==> config.mk <==
export PLATFORM = sky130hd
export DESIGN_NAME = sgc_regs
export DESIGN_NICKNAME = d
export VERILOG_FILES = /design/src/rtl/sgc_pkg.sv /design/src/rtl/sgc_regs.sv
export SDC_FILE = /design/constraint.sdc
export NUM_CORES = 1
export LEC_CHECK = 0
export ABC_CLOCK_PERIOD_IN_PS = 2700
export BUFFER_PORTS_ARGS = -buffer_cell sky130_fd_sc_hd__buf_2
export CORE_UTILIZATION = 57
export DETAILED_ROUTE_END_ITERATION = 10
export PLACE_DENSITY = 0.8
export SYNTH_ARGS = -nofsm -noshare
export SYNTH_HDL_FRONTEND = slang
export SYNTH_SLANG_ARGS = --single-unit
==> constraint.sdc <==
create_clock -name core_clk -period 2.7 [get_ports core_clk]
set_clock_uncertainty 0.05 [all_clocks]
set_input_delay 0.27 -clock core_clk [delete_from_list [all_inputs] [get_ports core_clk]]
set_output_delay 0.27 -clock core_clk [all_outputs]
set_load 0.01 [all_outputs]
==> src/rtl/sgc_pkg.sv <==
`default_nettype none
package sgc_pkg;
    // ****************************************
    // register offsets
    // ****************************************
    localparam logic [7:0] OFS_HOST_STORM  = 8'h06;
    localparam logic [7:0] OFS_STORM_LOW   = 8'h07;
    localparam logic [7:0] OFS_FTEST_A     = 8'h08;
    localparam logic [7:0] OFS_FTEST_B     = 8'h09;
    localparam logic [7:0] OFS_FTEST_C     = 8'h0A;
    localparam logic [7:0] OFS_CLK_LED     = 8'h0B;
    // ****************************************
    // field positions
    // ****************************************
    localparam int BIT_FLOW_CTRL  = 5;
    localparam int BIT_SPEED_10   = 4;
    localparam int BIT_NULL_VID   = 3;
    localparam int BIT_LOW_REFCLK = 7;
    localparam int BIT_UP_REFCLK  = 6;
    localparam int BIT_PWR_SAVE   = 3;
    localparam int BIT_LED_MODE   = 1;
    localparam int BIT_RD_EDGE    = 0;
    // ****************************************
    // reset values
    // ****************************************
    localparam logic [2:0] RST_STORM_HIGH  = 3'h0;
    localparam logic [7:0] RST_STORM_LOW   = 8'h4A;
    localparam logic [7:0] RST_FTEST_A     = 8'h00;
    localparam logic [7:0] RST_FTEST_B     = 8'h4C;
    localparam logic [7:0] RST_FTEST_C     = 8'h00;
    // ****************************************
    // storm period timing
    // ****************************************
    localparam int CLK_MHZ         = 100;
    localparam int PERIOD_100_MS   = 50;
    localparam int PERIOD_10_MS    = 500;
    localparam int CYC_PER_MS      = CLK_MHZ * 1000;
    localparam int PERIOD_100_CYC  = PERIOD_100_MS * CYC_PER_MS;
    localparam int PERIOD_10_CYC   = PERIOD_10_MS * CYC_PER_MS;
endpackage : sgc_pkg
`default_nettype wire

==> src/rtl/sgc_regs.sv <==
// Overview of operation
// bit5: upper host port flow control, strap default
// bit4: upper host speed 10M/100M, strap default
// bit3: replace null VLAN ID, resets 0
// 11-bit storm threshold split over two registers
// storm period 50ms at 100M, 500ms at 10M
// threshold resets to 0x04A, about one percent
// refclk sampling edge per host port
// bit0: management read sampling edge select
// bit1: LED mode, strap default
`default_nettype none
module sgc_regs
    import sgc_pkg::*;
#(
    parameter int PERIOD_100 = sgc_pkg::PERIOD_100_CYC,
    parameter int PERIOD_10  = sgc_pkg::PERIOD_10_CYC
) (
    input  wire logic        core_clk,
    input  wire logic        nrst,
    input  wire logic        flow_ctrl_strap_pin,
    input  wire logic        speed_strap_pin,
    input  wire logic        led_mode_strap_pin,
    input  wire logic        reg_wr,
    input  wire logic        reg_rd,
    input  wire logic [7:0]  reg_addr,
    input  wire logic [7:0]  reg_wdata,
    output logic      [7:0]  reg_rdata,
    output logic             reg_rvalid,
    output logic             upper_flow_ctrl_en,
    output logic             upper_speed_10,
    output logic             null_vid_replace,
    output logic      [10:0] storm_threshold,
    output logic             storm_period_tick,
    output logic             lower_refclk_negedge,
    output logic             upper_refclk_negedge,
    output logic             phy_power_save,
    output logic             led_mode,
    output logic             mgmt_rd_rising_edge
);
    import sgc_pkg::*;

    // ****************************************
    // strap capture
    // ****************************************
    // straps are latched on the first edge after release, never under reset
    logic strap_done;
    always_ff @(posedge core_clk or negedge nrst) begin
        if (!nrst) begin
            strap_done <= 1'b0;
        end else begin
            strap_done <= 1'b1;
        end
    end

    function automatic logic hit(input logic [7:0] a, input logic [7:0] ofs);
        return a == ofs;
    endfunction : hit

    // ****************************************
    // write decode
    // ****************************************
    // the strap cycle belongs to the straps, so a write landing there is dropped
    logic wr_host_storm;
    logic wr_storm_low;
    logic wr_clk_led;
    assign wr_host_storm = reg_wr && strap_done && hit(reg_addr, OFS_HOST_STORM);
    assign wr_storm_low  = reg_wr && strap_done && hit(reg_addr, OFS_STORM_LOW);
    assign wr_clk_led    = reg_wr && strap_done && hit(reg_addr, OFS_CLK_LED);

    // ****************************************
    // host port control
    // ****************************************
    always_ff @(posedge core_clk or negedge nrst) begin
        if (!nrst) begin
            upper_flow_ctrl_en <= 1'b0;
        end else if (!strap_done) begin
            upper_flow_ctrl_en <= flow_ctrl_strap_pin;
        end else if (wr_host_storm) begin
            upper_flow_ctrl_en <= reg_wdata[BIT_FLOW_CTRL];
        end
    end

    always_ff @(posedge core_clk or negedge nrst) begin
        if (!nrst) begin
            upper_speed_10 <= 1'b0;
        end else if (!strap_done) begin
            upper_speed_10 <= speed_strap_pin;
        end else if (wr_host_storm) begin
            upper_speed_10 <= reg_wdata[BIT_SPEED_10];
        end
    end

    always_ff @(posedge core_clk or negedge nrst) begin
        if (!nrst) begin
            null_vid_replace <= 1'b0;
        end else if (wr_host_storm) begin
            null_vid_replace <= reg_wdata[BIT_NULL_VID];
        end
    end

    // ****************************************
    // broadcast storm threshold
    // ****************************************
    // halves are written independently; software sees a mixed value between the two writes
    always_ff @(posedge core_clk or negedge nrst) begin
        if (!nrst) begin
            storm_threshold <= {RST_STORM_HIGH, RST_STORM_LOW};
        end else begin
            if (wr_host_storm) begin
                storm_threshold[10:8] <= reg_wdata[2:0];
            end
            if (wr_storm_low) begin
                storm_threshold[7:0] <= reg_wdata;
            end
        end
    end

    // ****************************************
    // clock edge and led control
    // ****************************************
    always_ff @(posedge core_clk or negedge nrst) begin
        if (!nrst) begin
            lower_refclk_negedge <= 1'b0;
            upper_refclk_negedge <= 1'b0;
        end else if (wr_clk_led) begin
            lower_refclk_negedge <= reg_wdata[BIT_LOW_REFCLK];
            upper_refclk_negedge <= reg_wdata[BIT_UP_REFCLK];
        end
    end

    always_ff @(posedge core_clk or negedge nrst) begin
        if (!nrst) begin
            phy_power_save <= 1'b0;
        end else if (wr_clk_led) begin
            phy_power_save <= reg_wdata[BIT_PWR_SAVE];
        end
    end

    always_ff @(posedge core_clk or negedge nrst) begin
        if (!nrst) begin
            led_mode <= 1'b0;
        end else if (!strap_done) begin
            led_mode <= led_mode_strap_pin;
        end else if (wr_clk_led) begin
            led_mode <= reg_wdata[BIT_LED_MODE];
        end
    end

    always_ff @(posedge core_clk or negedge nrst) begin
        if (!nrst) begin
            mgmt_rd_rising_edge <= 1'b0;
        end else if (wr_clk_led) begin
            mgmt_rd_rising_edge <= reg_wdata[BIT_RD_EDGE];
        end
    end

    // ****************************************
    // storm measurement period
    // ****************************************
    // one counter serves the upper host port; the length follows its speed
    logic [31:0] period_cnt;
    logic [31:0] period_len;
    assign period_len = upper_speed_10 ? 32'(PERIOD_10) : 32'(PERIOD_100);
    logic period_end;
    assign period_end = period_cnt >= period_len - 32'h1;
    always_ff @(posedge core_clk or negedge nrst) begin
        if (!nrst) begin
            period_cnt <= 32'h0;
        end else if (period_end) begin
            period_cnt <= 32'h0;
        end else begin
            period_cnt <= period_cnt + 32'h1;
        end
    end

    // tick is registered so the pin stays glitch free
    always_ff @(posedge core_clk or negedge nrst) begin
        if (!nrst) begin
            storm_period_tick <= 1'b0;
        end else begin
            storm_period_tick <= period_end;
        end
    end

    // ****************************************
    // read path
    // ****************************************
    logic [7:0] next_rdata;
    always_comb begin
        next_rdata = 8'h00;
        unique case (reg_addr)
            OFS_HOST_STORM: begin
                next_rdata[BIT_FLOW_CTRL] = upper_flow_ctrl_en;
                next_rdata[BIT_SPEED_10]  = upper_speed_10;
                next_rdata[BIT_NULL_VID]  = null_vid_replace;
                next_rdata[2:0]           = storm_threshold[10:8];
            end
            OFS_STORM_LOW: next_rdata = storm_threshold[7:0];
            OFS_FTEST_A:   next_rdata = RST_FTEST_A;
            OFS_FTEST_B:   next_rdata = RST_FTEST_B;
            OFS_FTEST_C:   next_rdata = RST_FTEST_C;
            OFS_CLK_LED: begin
                // reserved bits stay zero from the default above
                next_rdata[BIT_LOW_REFCLK] = lower_refclk_negedge;
                next_rdata[BIT_UP_REFCLK]  = upper_refclk_negedge;
                next_rdata[BIT_PWR_SAVE]   = phy_power_save;
                next_rdata[BIT_LED_MODE]   = led_mode;
                next_rdata[BIT_RD_EDGE]    = mgmt_rd_rising_edge;
            end
            default:       next_rdata = 8'h00;
        endcase
    end

    always_ff @(posedge core_clk or negedge nrst) begin
        if (!nrst) begin
            reg_rvalid <= 1'b0;
        end else begin
            reg_rvalid <= reg_rd;
        end
    end

    // data holds between reads so a slow host can pick it up late
    always_ff @(posedge core_clk or negedge nrst) begin
        if (!nrst) begin
            reg_rdata <= 8'h00;
        end else if (reg_rd) begin
            reg_rdata <= next_rdata;
        end
    end
endmodule : sgc_regs
`default_nettype wire

# After elaboration in Yosys (flattened, before gate mapping)
# Cells that the tools add are included.
[word_totals]
register_bits = 62
output_inout_bits = 29
[op_classes]
addsub = 2
n_lt_le_gt_ge = 1
n_eq_ne = 6
n_mux = 13
reduce_logical = 4
[ops]
columns = ["cell", "n"]
rows = [
  ["32-bit by 1-bit adder with 32-bit output (second input constant)", 1],
  ["32-bit >= comparator", 1],
  ["32-bit 2-to-1 mux", 1],
  ["26-bit by 1-bit subtractor with 27-bit output (second input constant)", 1],
  ["26-bit 2-to-1 mux", 1],
  ["8-bit by 3-bit equality test with 1-bit output (second input constant)", 2],
  ["8-bit by 4-bit equality test with 1-bit output (second input constant)", 2],
  ["2-bit case mux with 3 select lines", 2],
  ["1-bit 2-to-1 mux", 6],
  ["1-bit logical AND", 4],
  ["2-bit by 1-bit inequality test with 1-bit output (second input constant)", 2],
  ["1-bit case mux with 4 select lines", 1],
  ["2-bit case mux with 2 select lines", 1],
  ["1-bit case mux with 3 select lines", 1],
]

# Logic depth before layout (Yosys ltp)
[logic_depth]
word_depth = 4
depth_mapped = 7

# Worst setup path before layout
# No wires, ideal clock.
[synth_path]
path_type = "reg2reg"
from = "register upper_speed_10"
to = "register period_cnt[23]"
t_arrival_ns = 2.262
required_ns = 2.502
path_slack_ns = 0.240
path_stages_with_launch = 8
period_less_slack_ns = 2.460
path_cell_list = "dfrtp_1 > inv_1 > ha_1 > and3_1 > a211oi_1 > o311ai_1 > clkbuf_1 > a222oi_1"
[synth_between]
elab_chain_len = 4
[synth_rtl]
columns = ["item", "line", "source"]
rows = [
  ["start, declared", "sgc_regs.sv:30", "output logic upper_speed_10,"],
  ["start signal, assigned", "sgc_regs.sv:87", "upper_speed_10 <= speed_strap_pin;"],
  ["start signal, assigned", "sgc_regs.sv:89", "upper_speed_10 <= reg_wdata[BIT_SPEED_10];"],
  ["26-bit 2-to-1 mux", "sgc_regs.sv:163", "assign period_len = upper_speed_10 ? 32'(PERIOD_10) : 32'(PERIOD_100);"],
  ["26-bit by 1-bit subtractor with 27-bit output", "sgc_regs.sv:165", "assign period_end = period_cnt >= period_len - 32'h1;"],
  ["32-bit >= comparator", "sgc_regs.sv:165", ""],
  ["32-bit 2-to-1 mux", "sgc_regs.sv:169", "end else if (period_end) begin"],
  ["end signal, assigned", "sgc_regs.sv:172", "period_cnt <= period_cnt + 32'h1;"],
  ["end, declared", "sgc_regs.sv:161", "logic [31:0] period_cnt;"],
]
# Every way passes these cells.
# A chain may end at the register's enable or synchronous reset.

# Worst setup path in the final report
[layout_path]
from = "register period_cnt[0]"
to = "register period_cnt[24]"
[layout_between]
elab_chain_len = 2
[layout_rtl]
columns = ["item", "line"]
rows = [
  ["32-bit by 1-bit adder with 32-bit output or 32-bit >= comparator (tied branches)", "sgc_regs.sv:172, sgc_regs.sv:165"],
  ["32-bit 2-to-1 mux (*)", "sgc_regs.sv:169"],
]
# Mark *: on every way between the ends. The rest lies on a longest branch, timed or not.

==> run summary <==
Filler Cells Inserted: 426
CTS H-tree depth: 3
WL/cell: 17.4 um
Area grow syn2layout: 17.1%
Area of the multi-input gates: 1620 um2
Worst hold slack: 47.8 ps
Register area: 1560 um2
Residual DRC count: 0
Status: complete, no violations
Global route hottest layer: met2
Avg Cell Area, Syn: 11.1 um2
Fin nets: 394
Warnings, synthesis: 0
Via count: 2714
CP arrival: 2670 ps
Vias/cell: 6.25
Gate count after technology mapping: 296
TritonCTS Buffers: 9
XOR/XNOR Fraction of Synth Area: 0.0346
Vias in the first global route: 2609
Initial antenna violation count: 0
Simple-gate share of the synthesized area: 0.156
Initial DRT Pass Iterations: 7
R2R setup slack: 210 ps
Fin area: 3850 um2
Post-Layout Cell Count: 434
Largest net degree at the start of global routing: 63
Final HPWL from detailed placement: 5.14 mm
HP Class: primary input to async pin
Leak: 1.69 nW
Crit path kind: register to register
First-pass GRT wire length: 12.7 mm
CTS Sinks: 62
Adder-Cell Fraction of Synth Area: 0.0532
Synth unique cells: 52
RR Endpoint: period_cnt[24]
Worst-Margin Slew: 770 ps
Total track usage: 0.273
Register area share after synthesis: 0.473
Clock transition at path regs: 70 ps
Max FO, Critical Path: 12
Final ANT Viol Nets: 0
Routability Congestion: 0.834
CTS tree: yes
CP Launch Type: register
Max-cap viol count: 0
Synth Area in Compound Gates: 0.167
Core Area: 5540 um2
Synthesized flop and latch total: 62
Worst setup margin: 208 ps
Total Power: 1.91 mW
Unrepaired setup endpoints after global routing: no
Primary FF master, synth: dfrtp_1
Die width: 78.0 um
Overflow after GRT: 0
Die area: 6080 um2
GRT met2 Usage: 0.414
Largest family of logic cells by synthesized area: compound AO/OA/AOI/OAI gates
Max-slew violations: 0
# setup viols final: 0
Core Util, Final: 0.695
Mux share of post-synthesis cell area: 0.0719
Grt met3 use: 0.0741
Achievable frequency: 401 MHz
Power per cell area: 496 nW/um2
GRT met1 Usage: 0.377
Area after DPL: 3650 um2
Setup Total Neg Slack: 0 ps
Final critical-path share of the clock period: 0.923
Total routed wirelength: 7.56 mm
Hold buffer count at CTS: 0
VDD IR max: 314 uV
Minimum clock period: 2490 ps
Core Rows: 27
I/O pin count: 52
Layout cells sized above 1: 0.298
Reg2Reg Depth: 5
Die Y: 78.0 um
Ant diodes: 0
Number of synthesized flops with an enable pin: 0
Max-Slew Margin vs Limit: 0.486
Async set-reset flop share out of synthesis: 1.00
1st-iter DRT viols: 319
Cell Area, Synth: 3290 um2
CTS root buf: clkbuf_8
Cells after DPL: 418
Worst skew pair latency: 330 ps
CTS-repair resized insts: 0
Post CTS Setup Buffer Count: 0
Endpoint class of the critical path: register
Worst Path Required: 2880 ps
Final hold vios: 0
Initial core utilization: 0.594
Port buffer count: 51
Clk buf depth: 2
Worst slack, placed: 247 ps
Reg2reg start: period_cnt[0]
## cells by family after synthesis
kind of cell	count (synthesis)
other	2
adders and majority gates	14
and+or+nand+nor	83
AOI/OAI and AO/OA	71
muxes	21
xor gates and xnor gates	13
buffers and inverters	30
DFF	62
## cells in the mapped netlist, drive strengths merged, types with 4 or more instances
cell     n  share of area
or3     11          0.022
inv     14          0.016
o31ai    5          0.011
and3     4         0.0076
a31oi    4         0.0076
nor2     7         0.0080
a222oi  11          0.033
ha      14          0.053
o21ai   12          0.018
a221oi  16          0.043
nor3     8          0.017
nand4    6          0.011
dfrtp   59           0.45
mux2    21          0.072
nand3   15          0.024
nand2   10          0.011
nor4     5          0.014
or4      9          0.022
xnor2   11          0.029
buf      5          0.014
clkbuf  11          0.013
## worst max-delay path, cell delays in order, from the launching register on
cell	delay [ps]
dfrtp_1	400
ha_1	220
nand3_1	160
or4_1	750
or4_1	560
a222oi_1	240
## worst max path at each step
stage / end / start / slack [ps]
floorplan: period_cnt[23] / upper_speed_10 / 240
global placement: period_cnt[24] / period_cnt[0] / 330
detailed placement: period_cnt[24] / period_cnt[0] / 250
CTS: period_cnt[24] / period_cnt[0] / 230
global route: period_cnt[24] / period_cnt[0] / 60
finish: period_cnt[24] / period_cnt[0] / 210
## sequential cells by signal, summed over array words and instances (netlist names)
signal and flops:
led_mode 1, lower_refclk_negedge 1, mgmt_rd_rising_edge 1, null_vid_replace 1, period_cnt 32, phy_power_save 1
reg_rdata 8, reg_rvalid 1, storm_period_tick 1, storm_threshold 11, strap_done 1, upper_flow_ctrl_en 1
upper_refclk_negedge 1, upper_speed_10 1
## cells in the final DEF, fill, tap and decap left out, types with 4 or more instances in the layout
cell type	netlist	final
mux2_2	21	21
buf_2	2	51
dfrtp_1	59	59
or4_1	8	8
nor2_1	7	7
conb_1	2	6
a31oi_1	4	4
nor3_1	6	6
a222oi_1	11	11
nand2_1	10	10
o31ai_1	5	5
nor4_1	4	4
o21ai_0	12	12
and3_1	4	4
buf_4	0	11
nand3_1	14	14
xnor2_1	11	11
clkbuf_8	0	11
ha_1	14	14
nand4_1	6	6
or3_1	10	10
inv_1	14	14
a221oi_1	16	16
## layer usage
layer  up-vias  part of all wire
met2       119              0.47
met3        11             0.069
li1       1279                 -
met4         0             0.013
met1      1305              0.44
met5         -                 0
## cell type report
class | count | area share
Tap cell | 72 | 0.0234
Inverter | 14 | 0.0136
Sequential cell | 62 | 0.404
Clock buffer | 12 | 0.0403
Multi-Input combinational cell | 208 | 0.420
Timing Repair Buffer | 62 | 0.0877
Clock inverter | 4 | 0.0117
## report_power, final
part	switching (mW)	internal (mW)
Clock	0.344	0.472
Sequential	0.0126	0.950
Combinational	0.0809	0.0519
Total	0.437	1.47
Power figures use the tool's default switching activity.
